File: src/rtl/svd_pkg.sv
// package: register map, field layout, reset values and states of the video output registers
package svd_pkg;
  // ---------------------------------------------------------------
  // register byte offsets
  // ---------------------------------------------------------------
  localparam logic [11:0] OFS_FORMAT = 12'h008;
  localparam logic [11:0] OFS_TOP = 12'h00c;
  localparam logic [11:0] OFS_BOTTOM = 12'h010;
  localparam logic [11:0] OFS_STRIDE = 12'h014;
  // ---------------------------------------------------------------
  // field positions in the format register
  // ---------------------------------------------------------------
  localparam int FMT_SAME_FIELDS = 20;
  localparam int FMT_HDROP_LO = 14;
  localparam int FMT_VDROP_LO = 8;
  localparam int FMT_SINGLE = 6;
  localparam int FMT_OUTSEL_LO = 3;
  localparam int FMT_DIFFUSE = 2;
  localparam int FMT_PACK = 1;
  localparam int FMT_LOW_FIRST = 0;
  // ---------------------------------------------------------------
  // field positions in the stride / status / grab register
  // ---------------------------------------------------------------
  localparam int STR_LINE_INC_LO = 18;
  localparam int STR_OVERRUN = 8;
  localparam int STR_GRAB_MODE = 1;
  localparam int STR_GRAB_GO = 0;
  // ---------------------------------------------------------------
  // reset values, decimation load phases and word size
  // ---------------------------------------------------------------
  localparam logic [1:0] RST_OUTSEL = 2'h2;
  localparam logic [29:0] RST_DEST = 30'h03ff_ffff;
  localparam logic [13:0] RST_LINE_INC = 14'h3fff;
  localparam logic [5:0] PHASE_TOP = 6'h00;
  localparam logic [5:0] PHASE_BOTTOM = 6'h20;
  localparam logic [31:0] WORD_BYTES = 32'h0000_0004;
  // ---------------------------------------------------------------
  // output pixel formats
  // ---------------------------------------------------------------
  localparam logic [1:0] OUT_YUV422 = 2'h0;
  localparam logic [1:0] OUT_RGB888 = 2'h1;
  localparam logic [1:0] OUT_RGB565 = 2'h2;
  localparam logic [1:0] OUT_RGB555 = 2'h3;
  // frame grab sequencer
  typedef enum logic [1:0] {GRAB_IDLE, GRAB_WAIT, GRAB_FIRST, GRAB_SECOND} svd_grab_t;
endpackage : svd_pkg

File: src/rtl/svd_decim.sv
// module: drops a programmed count of items out of every group of 2**W
`timescale 1ns/10ps
module svd_decim #(
  parameter int W = 6
) (
  input wire logic pclk,
  input wire logic presetn,
  input wire logic load,
  input wire logic [W-1:0] load_phase,
  input wire logic step,
  input wire logic [W-1:0] drop_count,
  output logic keep
);
  logic [W-1:0] phase;
  logic [W:0] sum;

  // an item is dropped whenever the phase accumulator wraps, spreading drops evenly
  assign sum = {1'b0, phase} + {1'b0, drop_count};
  assign keep = ~sum[W];

  // phase reload wins over a step in the same cycle
  always_ff @(posedge pclk or negedge presetn)
  begin
    if (!presetn)
      phase <= '0;
    else if (load)
      phase <= load_phase;
    else if (step)
      phase <= sum[W-1:0];
  end
endmodule : svd_decim

File: src/rtl/svd_regs.sv
// module: APB register bank and output path of the video scaler / display stage
`timescale 1ns/10ps
module svd_regs (
  input wire logic pclk,
  input wire logic presetn,
  input wire logic psel,
  input wire logic penable,
  input wire logic pwrite,
  input wire logic [11:0] paddr,
  input wire logic [31:0] pwdata,
  output logic [31:0] prdata,
  output logic pready,
  output logic pslverr,
  input wire logic field_start,
  input wire logic field_is_top,
  input wire logic line_end,
  input wire logic pix_valid,
  input wire logic [23:0] pix_rgb,
  input wire logic [15:0] pix_yuv,
  input wire logic pixel_fifo_over,
  output logic xfer_on,
  output logic out_valid,
  output logic [31:0] out_data,
  output logic [31:0] out_addr
);
  // ---------------------------------------------------------------
  // register state
  // ---------------------------------------------------------------
  logic same_fields_flag;
  logic [5:0] horiz_drop_count;
  logic [5:0] vert_drop_count;
  logic single_field_select;
  logic [1:0] output_format_sel;
  logic diffusion_on;
  logic packed_truecolor;
  logic low_byte_first;
  logic [29:0] upper_field_dest;
  logic [29:0] lower_field_dest;
  logic [13:0] line_increment;
  logic pixel_fifo_overrun;
  logic grab_mode;
  logic grab_go;
  svd_pkg::svd_grab_t grab_state;
  logic wr;
  logic setup;
  logic grab_done;
  logic [31:0] rd_word;
  logic hit;

  assign wr = psel & penable & pwrite;
  assign setup = psel & ~penable;
  assign pready = 1'b1;

  // address decode for the error answer; the read mux decodes the same offsets in its own case
  function automatic logic svd_mapped(input logic [11:0] a);
    svd_mapped = (a == svd_pkg::OFS_FORMAT) || (a == svd_pkg::OFS_TOP) ||
      (a == svd_pkg::OFS_BOTTOM) || (a == svd_pkg::OFS_STRIDE);
  endfunction : svd_mapped

  assign hit = svd_mapped(paddr);
  assign pslverr = psel & penable & ~hit;

  // format register write; reserved bits are simply not stored
  always_ff @(posedge pclk or negedge presetn)
  begin
    if (!presetn)
    begin
      same_fields_flag <= 1'b0;
      horiz_drop_count <= 6'h00;
      vert_drop_count <= 6'h00;
      single_field_select <= 1'b0;
      output_format_sel <= svd_pkg::RST_OUTSEL;
      diffusion_on <= 1'b0;
      packed_truecolor <= 1'b0;
      low_byte_first <= 1'b1;
    end
    else if (wr && paddr == svd_pkg::OFS_FORMAT)
    begin
      same_fields_flag <= pwdata[svd_pkg::FMT_SAME_FIELDS];
      horiz_drop_count <= pwdata[svd_pkg::FMT_HDROP_LO +: 6];
      vert_drop_count <= pwdata[svd_pkg::FMT_VDROP_LO +: 6];
      single_field_select <= pwdata[svd_pkg::FMT_SINGLE];
      output_format_sel <= pwdata[svd_pkg::FMT_OUTSEL_LO +: 2];
      diffusion_on <= pwdata[svd_pkg::FMT_DIFFUSE];
      packed_truecolor <= pwdata[svd_pkg::FMT_PACK];
      low_byte_first <= pwdata[svd_pkg::FMT_LOW_FIRST];
    end
  end

  // destination bases keep only the word address bits
  always_ff @(posedge pclk or negedge presetn)
  begin
    if (!presetn)
    begin
      upper_field_dest <= svd_pkg::RST_DEST;
      lower_field_dest <= svd_pkg::RST_DEST;
      line_increment <= svd_pkg::RST_LINE_INC;
      grab_mode <= 1'b0;
    end
    else if (wr)
    begin
      if (paddr == svd_pkg::OFS_TOP)
        upper_field_dest <= pwdata[31:2];
      if (paddr == svd_pkg::OFS_BOTTOM)
        lower_field_dest <= pwdata[31:2];
      if (paddr == svd_pkg::OFS_STRIDE)
      begin
        line_increment <= pwdata[31:svd_pkg::STR_LINE_INC_LO];
        grab_mode <= pwdata[svd_pkg::STR_GRAB_MODE];
      end
    end
  end

  // sticky overrun; a new overflow beats the clearing write
  always_ff @(posedge pclk or negedge presetn)
  begin
    if (!presetn)
      pixel_fifo_overrun <= 1'b0;
    else if (pixel_fifo_over)
      pixel_fifo_overrun <= 1'b1;
    else if (wr && paddr == svd_pkg::OFS_STRIDE && pwdata[svd_pkg::STR_OVERRUN])
      pixel_fifo_overrun <= 1'b0;
  end

  // grab command: completion clear beats a coincident host write
  always_ff @(posedge pclk or negedge presetn)
  begin
    if (!presetn)
      grab_go <= 1'b0;
    else if (grab_done)
      grab_go <= 1'b0;
    else if (wr && paddr == svd_pkg::OFS_STRIDE && pwdata[svd_pkg::STR_GRAB_MODE])
      grab_go <= pwdata[svd_pkg::STR_GRAB_GO];
  end

  // read word assembled from state, every other bit zero
  always_comb
  begin
    rd_word = 32'h0000_0000;
    case (paddr)
      svd_pkg::OFS_FORMAT:
      begin
        rd_word[svd_pkg::FMT_SAME_FIELDS] = same_fields_flag;
        rd_word[svd_pkg::FMT_HDROP_LO +: 6] = horiz_drop_count;
        rd_word[svd_pkg::FMT_VDROP_LO +: 6] = vert_drop_count;
        rd_word[svd_pkg::FMT_SINGLE] = single_field_select;
        rd_word[svd_pkg::FMT_OUTSEL_LO +: 2] = output_format_sel;
        rd_word[svd_pkg::FMT_DIFFUSE] = diffusion_on;
        rd_word[svd_pkg::FMT_PACK] = packed_truecolor;
        rd_word[svd_pkg::FMT_LOW_FIRST] = low_byte_first;
      end
      svd_pkg::OFS_TOP: rd_word = {upper_field_dest, 2'h0};
      svd_pkg::OFS_BOTTOM: rd_word = {lower_field_dest, 2'h0};
      svd_pkg::OFS_STRIDE:
      begin
        rd_word[31:svd_pkg::STR_LINE_INC_LO] = line_increment;
        rd_word[svd_pkg::STR_OVERRUN] = pixel_fifo_overrun;
        rd_word[svd_pkg::STR_GRAB_MODE] = grab_mode;
        rd_word[svd_pkg::STR_GRAB_GO] = grab_go;
      end
      default: rd_word = 32'h0000_0000;
    endcase
  end

  // read data captured in the setup cycle so it comes from a flop
  always_ff @(posedge pclk or negedge presetn)
  begin
    if (!presetn)
      prdata <= 32'h0000_0000;
    else if (setup)
      prdata <= rd_word;
  end

  // ---------------------------------------------------------------
  // frame grab sequencer
  // ---------------------------------------------------------------
  assign grab_done = (grab_state == svd_pkg::GRAB_SECOND) && field_start;

  // two whole fields are captured, each bounded by field_start
  always_ff @(posedge pclk or negedge presetn)
  begin
    if (!presetn)
      grab_state <= svd_pkg::GRAB_IDLE;
    else
      case (grab_state)
        svd_pkg::GRAB_IDLE:
          if (grab_mode && grab_go)
            grab_state <= svd_pkg::GRAB_WAIT;
        svd_pkg::GRAB_WAIT:
          if (!grab_mode)
            grab_state <= svd_pkg::GRAB_IDLE;
          else if (field_start)
            grab_state <= svd_pkg::GRAB_FIRST;
        svd_pkg::GRAB_FIRST:
          if (field_start)
            grab_state <= svd_pkg::GRAB_SECOND;
        svd_pkg::GRAB_SECOND:
          if (field_start)
            grab_state <= svd_pkg::GRAB_IDLE;
        default: grab_state <= svd_pkg::GRAB_IDLE;
      endcase
  end

  // continuous video unless grab mode; in grab mode only the two fields pass
  assign xfer_on = !grab_mode ||
    grab_state == svd_pkg::GRAB_FIRST || grab_state == svd_pkg::GRAB_SECOND;

  // ---------------------------------------------------------------
  // decimation
  // ---------------------------------------------------------------
  logic h_keep;
  logic v_keep;
  logic [5:0] v_phase;
  logic take;

  // interlaced fields are offset half a group so the fields interleave
  assign v_phase = (same_fields_flag || field_is_top) ?
    svd_pkg::PHASE_TOP : svd_pkg::PHASE_BOTTOM;

  svd_decim #(.W(6)) u_hdec (
    .pclk(pclk),
    .presetn(presetn),
    .load(line_end | field_start),
    .load_phase(svd_pkg::PHASE_TOP),
    .step(pix_valid),
    .drop_count(horiz_drop_count),
    .keep(h_keep)
  );

  svd_decim #(.W(6)) u_vdec (
    .pclk(pclk),
    .presetn(presetn),
    .load(field_start),
    .load_phase(v_phase),
    .step(line_end),
    .drop_count(vert_drop_count),
    .keep(v_keep)
  );

  assign take = pix_valid & h_keep & v_keep & xfer_on;

  // ---------------------------------------------------------------
  // pixel formatting
  // ---------------------------------------------------------------
  logic [7:0] r_d;
  logic [7:0] g_d;
  logic [7:0] b_d;
  logic [2:0] err_r;
  logic [2:0] err_g;
  logic [2:0] err_b;
  logic [15:0] pix16;
  logic [2:0] g_mask;

  // adds the carried remainder and saturates at full scale
  function automatic logic [7:0] svd_dither(input logic [7:0] v, input logic [2:0] e);
    logic [8:0] s;
    s = {1'b0, v} + {6'h00, e};
    svd_dither = s[8] ? 8'hff : s[7:0];
  endfunction : svd_dither

  assign g_mask = (output_format_sel == svd_pkg::OUT_RGB565) ? 3'h3 : 3'h7;
  assign r_d = svd_dither(pix_rgb[23:16], err_r);
  assign g_d = svd_dither(pix_rgb[15:8], err_g);
  assign b_d = svd_dither(pix_rgb[7:0], err_b);

  // remainders carry along a line only; zero error means plain truncation
  always_ff @(posedge pclk or negedge presetn)
  begin
    if (!presetn)
    begin
      err_r <= 3'h0;
      err_g <= 3'h0;
      err_b <= 3'h0;
    end
    else if (line_end || !diffusion_on || !output_format_sel[1])
    begin
      err_r <= 3'h0;
      err_g <= 3'h0;
      err_b <= 3'h0;
    end
    else if (take)
    begin
      err_r <= r_d[2:0];
      err_g <= g_d[2:0] & g_mask;
      err_b <= b_d[2:0];
    end
  end

  // 16-bit pixel for YUV and the two short RGB formats
  always_comb
  begin
    case (output_format_sel)
      svd_pkg::OUT_RGB565: pix16 = {r_d[7:3], g_d[7:2], b_d[7:3]};
      svd_pkg::OUT_RGB555: pix16 = {1'b0, r_d[7:3], g_d[7:3], b_d[7:3]};
      default: pix16 = pix_yuv;
    endcase
  end

  // ---------------------------------------------------------------
  // word assembly
  // ---------------------------------------------------------------
  logic [1:0] phase;
  logic [23:0] rest;
  logic emit;
  logic [31:0] word;
  logic is888;

  assign is888 = output_format_sel == svd_pkg::OUT_RGB888;

  // packed 888 spans four phases; 16-bit pixels pair two per word
  always_comb
  begin
    emit = 1'b0;
    word = 32'h0000_0000;
    if (take)
    begin
      if (is888 && !packed_truecolor)
      begin
        emit = 1'b1;
        word = {8'h00, pix_rgb};
      end
      else if (is888)
      begin
        emit = phase != 2'h0;
        case (phase)
          2'h1: word = {pix_rgb[7:0], rest};
          2'h2: word = {pix_rgb[15:0], rest[15:0]};
          2'h3: word = {pix_rgb, rest[7:0]};
          default: word = 32'h0000_0000;
        endcase
      end
      else
      begin
        emit = phase[0];
        word = {pix16, rest[15:0]};
      end
    end
  end

  // residue of the bytes not yet sent
  always_ff @(posedge pclk or negedge presetn)
  begin
    if (!presetn)
    begin
      phase <= 2'h0;
      rest <= 24'h00_0000;
    end
    else if (line_end || field_start)
      phase <= 2'h0;
    else if (take)
    begin
      phase <= (is888 && !packed_truecolor) ? 2'h0 :
        (is888 ? phase + 2'h1 : {1'b0, ~phase[0]});
      case (phase)
        2'h0: rest <= is888 ? pix_rgb : {8'h00, pix16};
        2'h1: rest <= {8'h00, pix_rgb[23:8]};
        2'h2: rest <= {16'h0000, pix_rgb[23:16]};
        default: rest <= 24'h00_0000;
      endcase
    end
  end

  // ---------------------------------------------------------------
  // output word and destination address
  // ---------------------------------------------------------------
  logic [31:0] wptr;
  logic [31:0] field_base;
  logic [31:0] stride_bytes;

  // single field display writes every field at the top base
  assign field_base = (field_is_top || single_field_select) ?
    {upper_field_dest, 2'h0} : {lower_field_dest, 2'h0};
  assign stride_bytes = {16'h0000, line_increment, 2'h0};

  always_ff @(posedge pclk or negedge presetn)
  begin
    if (!presetn)
      wptr <= 32'h0000_0000;
    else if (field_start)
      wptr <= field_base;
    else if (line_end && v_keep)
      wptr <= wptr + (emit ? svd_pkg::WORD_BYTES : 32'h0000_0000) + stride_bytes;
    else if (emit)
      wptr <= wptr + svd_pkg::WORD_BYTES;
  end

  // big endian reverses the byte lanes of each word
  always_ff @(posedge pclk or negedge presetn)
  begin
    if (!presetn)
    begin
      out_valid <= 1'b0;
      out_data <= 32'h0000_0000;
      out_addr <= 32'h0000_0000;
    end
    else
    begin
      out_valid <= emit;
      if (emit)
      begin
        out_data <= low_byte_first ? word :
          {word[7:0], word[15:8], word[23:16], word[31:24]};
        out_addr <= wptr;
      end
    end
  end

  // ---------------------------------------------------------------
  // checks
  // ---------------------------------------------------------------
  AST_OVR_SET: assert property (@(posedge pclk) disable iff (!presetn)
    pixel_fifo_over |=> pixel_fifo_overrun)
    else $error("overrun flag not set by overflow");
  AST_OVR_CLR: assert property (@(posedge pclk) disable iff (!presetn)
    wr && paddr == svd_pkg::OFS_STRIDE && pwdata[8] && !pixel_fifo_over
    |=> !pixel_fifo_overrun)
    else $error("overrun flag not cleared by write of one");
  AST_GRAB_END: assert property (@(posedge pclk) disable iff (!presetn)
    grab_state == svd_pkg::GRAB_SECOND && field_start |=> !grab_go && !xfer_on || !grab_mode)
    else $error("grab did not complete after second field");
  AST_GRAB_TWO: assert property (@(posedge pclk) disable iff (!presetn)
    grab_state == svd_pkg::GRAB_WAIT && field_start && grab_mode |=> xfer_on)
    else $error("grab transfer did not start at field start");
  AST_CONT: assert property (@(posedge pclk) disable iff (!presetn)
    !grab_mode |-> xfer_on)
    else $error("continuous mode blocked transfer");
  AST_RSVD: assert property (@(posedge pclk) disable iff (!presetn)
    setup && paddr == svd_pkg::OFS_FORMAT |=> prdata[31:21] == 11'h000 && !prdata[7] && !prdata[5])
    else $error("reserved format bits read nonzero");
  AST_NODROP: assert property (@(posedge pclk) disable iff (!presetn)
    horiz_drop_count == 6'h00 |-> h_keep)
    else $error("pixel dropped with decimation off");
  AST_PACK: assert property (@(posedge pclk) disable iff (!presetn)
    take && is888 && packed_truecolor && phase == 2'h0 |=> !out_valid ##1 1'b1)
    else $error("packed mode emitted a word on first pixel");
  AST_STRIDE: assert property (@(posedge pclk) disable iff (!presetn)
    line_end && v_keep && !emit && !field_start |=> wptr == $past(wptr) + $past(stride_bytes))
    else $error("next line address wrong");
  AST_ENDIAN: assert property (@(posedge pclk) disable iff (!presetn)
    emit && !low_byte_first |=> out_data[7:0] == $past(word[31:24]))
    else $error("big endian byte order wrong");
endmodule : svd_regs

File: config.mk
export PLATFORM = sky130hd
export DESIGN_NAME = svd_regs
export DESIGN_NICKNAME = d
export VERILOG_FILES = /design/src/rtl/svd_pkg.sv /design/src/rtl/svd_decim.sv /design/src/rtl/svd_regs.sv
export SDC_FILE = /design/constraint.sdc
export NUM_CORES = 1
export LEC_CHECK = 0
export BUFFER_PORTS_ARGS = -buffer_cell sky130_fd_sc_hd__buf_2
export CAP_MARGIN = 5
export CORE_MARGIN = 3
export CORE_UTILIZATION = 40
export DETAILED_ROUTE_END_ITERATION = 8
export GPL_ROUTABILITY_DRIVEN = 0
export GPL_TIMING_DRIVEN = 0
export PLACE_DENSITY_LB_ADDON = 0.25
export SLEW_MARGIN = 15
export SYNTH_ARGS = -nofsm -noshare
export SYNTH_HDL_FRONTEND = slang
export SYNTH_HIERARCHICAL = 1
export SYNTH_SLANG_ARGS = --single-unit
File: constraint.sdc
create_clock -name pclk -period 4.4 [get_ports pclk]
set_input_delay 0.44 -clock pclk [delete_from_list [all_inputs] [get_ports pclk]]
set_output_delay 0.44 -clock pclk [all_outputs]
set_load 0.005 [all_outputs]
==> summary.txt <==
STA
  • Fin Clk Skew: around 22 ps
  • Fin Hold WS: 48.7 ps
  • Crit path time final: approximately 4400 ps
  • Final Hold Vio Count: 0
  • Final setup viols: 0
  • Slew HR: 0.380
  • Period utilisation layout: 0.993
  • F_max: about 0.23 GHz
  • RSZ-0062 raised after global routing: yes
  • Worst-Margin Slew: 930 ps
  • Count of pins over their slew limit: 0

Placement
  • DP Wirelength: between 40000 and 50000 um
  • Placed cell count: ~2400
  • I/O Buffers: 177

Detailed routing
  • Number of nets with antenna violations after routing: 0
  • Avg WL per Cell: roughly 23 um
  • First-pass DRT Iterations: 9
  • Wirelength, routed: about 56000 um
  • # DRC: 6
  • Via density: 5.94
  • DRT iter0 DRCs: between 1500 and 2000
  • Via count: between 10000 and 15000

Worst setup path
  • Setup crit start kind: register
  • CP Cell Sequence: ha_2 -> inv_2 -> fa_2 -> nor2b_4 -> o21a_4 -> o21ai_2 -> nand2b_1 -> a21oi_4 -> and4_4 -> nand3_4 -> fa_2 -> inv_2 -> ha_4 -> inv_2 -> fa_2 -> nor2b_4 -> o2111ai_4 -> a21oi_2 -> o211ai_1 -> buf_4 -> a211oi_2 -> xnor2_1 -> a21oi_1
  • CP max-delay cell: dfrtp_1
  • Arrival time at the worst endpoint: a little under 5000 ps
  • Top Family by Delay on Critical Path: adder cells
  • Critical path class: reg -> reg
  • Worst Path Max Fanout: 7
  • Worst path bufs/invs: 4
  • Critical Path RT: 4840 ps
  • CP endpoint kind: register
  • CP max stage delay: around 430 ps

Floorplanning
  • Die height: 207 um
  • Io pins: slightly below 200
  • Core Footprint: roughly 40000 um^2
  • Initial Util: 0.406
  • Die X: between 200 and 250 um
  • Die area: around 43000 um^2
  • # rows: between 70 and 80

Global route
  • Largest net degree at the start of global routing: 101
  • GRT Overall Usage: 0.250
  • Global-route wire length before repair: ~86000 um
  • Initial antenna violation count: 2
  • Number of global-route vias before repair: 14400
  • Grt ovf: 0

Layout
  • N_diodes: 0
  • Area Overhead vs Synth: 18.6%
  • Final #Nets: ~2100
  • Number of fill cells in the layout: ~3800
  • Register Area: 6840 um^2
  • Multi-input logic area: 8760 um^2
  • Share of layout cells above drive strength 1: 0.260
  • Post-route insts no fill: 2471

Synthesis
  • Share of flip-flops with an asynchronous set or reset: 1.00
  • Cell with the most instances after synthesis: nand2_1
  • Mapped Area: 16200 um^2
  • Post-synth top area share: 0.312
  • Syn avg cell area: a little under 10 um^2
  • Yosys reg bits: 270
  • Synth Flop Type: dfrtp_1
  • Mapped Cells: between 1500 and 2000
  • Syn. warnings: 6
  • Synth top area cells: dfrtp_1, dfstp_2, mux2_4
  • Number of flops mapped to enable cells by yosys: 0
  • Leading area contributor after synthesis: dfrtp_1
  • Synth cell types: 86
  • Post-synthesis sequential area ratio: 0.422
  • Most common library cells after synthesis: nand2_1, dfrtp_1, o21ai_0

Pwr
  • Leak pwr: a little under 9 nW
  • Power per cell area: around 360 nW/um^2
  • Maximum vdd drop: roughly 0.29 mV

Clock tree
  • TritonCTS clock tree: done
  • Clock-pin transition on the worst setup and hold timing paths: 60 ps
  • CTS root buffer: clkbuf_16
  • Maximum clock path buffer count: 3
  • CTS H-tree depth: 1
  • CTS sink cnt: 270
  • Clock latency on the worst-skew pair: between 500 and 600 ps
  • Total CTS buffers: 30

Run
  • Max_cap viols: 0

Worst hold path
  • Hold Path Class: in -> reg

Status
  • Status: complete, but fails checks
  • Failing checks: DRC
[per-stage QoR]
| stage | util | setup TNS [ps] | area (um^2) | power (mW) | setup slack, ps |
|---|---|---|---|---|---|
| after global placement | 0.448 | -477680 | 17900 | 4.27 | -2190 |
| final | 0.482 | 0 | 19200 | 6.99 | 29.1 |
| after detailed placement | 0.450 | -11290 | 18000 | 4.30 | -861 |
| after global routing | 0.482 | -1080 | 19200 | 7.32 | -206 |
| after floorplan | - | -397 | 16400 | 3.67 | -62.8 |
| after CTS | 0.480 | -30.6 | 19200 | 7.04 | -30.6 |
[what timing repair did]
| action | CTS | global route |
|---|---|---|
| endpoints found under the setup margin | 24 | 18 |
| hold endpoints to repair | 85 | 0 |
| gates cloned | 1 | 0 |
| hold buffers | 1 | 0 |
| gates resized for setup | 10 | 6 |
| setup buffers | 10 | 8 |
| pin swaps | 12 | 17 |
[cells by family after synthesis]
family | Yosys count | synth area share
compound gates | 523 | 0.219
simple gates | 486 | 0.139
xor+xnor | 49 | 0.0265
buf+inv | 175 | 0.0495
other cells | 2 | 0.000463
fa+ha+maj | 60 | 0.0495
mux | 117 | 0.0938
flops | 270 | 0.422
[routing by layer]
layer	track usage	vias up	share of wire	wire length (um)
met3	0.0456	141	0.087	4870
met5	0	-	0.00013	7
li1	-	6616	-	-
met1	0.360	7168	0.44	24500
met2	0.380	741	0.44	24400
met4	0.0882	2	0.039	2190
[state kept, by name, summed over array words and instances (netlist names), 14 cells and up]
register          cells
rest                 24
upper_field_dest     30
wptr                 30
out_addr             30
prdata               32
lower_field_dest     30
out_data             32
line_increment       14
[layout make-up]
| cell class | count | area share |
|---|---|---|
| multi-input cells | 1249 | 0.455 |
| plain buffers | 126 | 0.0320 |
| clock buffers | 46 | 0.0453 |
| inverters | 46 | 0.00897 |
| repair buffers | 199 | 0.0587 |
| flip-flops and latches | 270 | 0.356 |
| well taps | 525 | 0.0341 |
| clock inverters | 10 | 0.0100 |
[power breakdown]
part	switching [mW]	internal [mW]	total, mW
sequential	0.221	2.80	3.02
clock	1.06	1.65	2.71
combinational	0.730	0.527	1.26
total	2.01	4.98	6.99
[final timing paths]
| check | startpoint | endpoint | slack [ps] | depth (start not counted) |
|---|---|---|---|---|
| min | pixel_fifo_over | pixel_fifo_overrun | 50 | 2 |
| max reg2reg | vert_drop_count[0] | wptr[19] | 30 | 23 |
| max in group asynchronous | presetn | lower_field_dest[9] | 2570 | 4 |
| max | vert_drop_count[0] | wptr[19] | 30 | 23 |
| min in group asynchronous | presetn | out_addr[25] | 460 | 2 |
| min reg2reg | out_addr[17] | out_addr[17] | 470 | 2 |
[layout by cell type (no fill, tap or decap), types with 12 or more instances in the layout]
| master | Yosys | layout |
|---|---|---|
| nor3_1 | 36 | 36 |
| buf_1 | 13 | 12 |
| a211oi_1 | 35 | 29 |
| inv_1 | 45 | 41 |
| xnor2_1 | 31 | 31 |
| dfstp_2 | 68 | 68 |
| a31oi_1 | 27 | 27 |
| mux2_2 | 38 | 38 |
| nand3_1 | 26 | 25 |
| clkbuf_16 | 0 | 30 |
| a22o_1 | 34 | 34 |
| conb_1 | 2 | 14 |
| nor2b_1 | 26 | 25 |
| o21ai_1 | 13 | 14 |
| nand2b_1 | 12 | 12 |
| o21ai_0 | 115 | 114 |
| mux2i_1 | 17 | 17 |
| clkbuf_1 | 77 | 87 |
| buf_4 | 11 | 29 |
| a222oi_1 | 22 | 22 |
| nand2_1 | 221 | 221 |
| mux2_4 | 60 | 60 |
| nor2_1 | 95 | 94 |
| buf_2 | 16 | 190 |
| a221o_1 | 13 | 13 |
| xor2_1 | 18 | 18 |
| a22oi_1 | 45 | 44 |
| ha_1 | 53 | 50 |
| a21o_1 | 18 | 18 |
| a21oi_1 | 99 | 95 |
| o31ai_1 | 13 | 13 |
| dfrtp_1 | 202 | 202 |
| o211ai_1 | 22 | 22 |
[worst register-to-register path, cell delays in order, from the launching register on]
cell and delay, ps:
dfrtp_1 430, ha_2 220, inv_2 60, fa_2 220
nor2b_4 50, o21a_4 190, o21ai_2 140, nand2b_1 100
a21oi_4 180, and4_4 280, nand3_4 90, fa_2 350
inv_2 70, ha_4 130, inv_2 40, fa_2 380
nor2b_4 160, o2111ai_4 180, a21oi_2 170, o211ai_1 110
buf_4 200, a211oi_2 240, xnor2_1 160, a21oi_1 80
(Power assumes the default switching activity.)
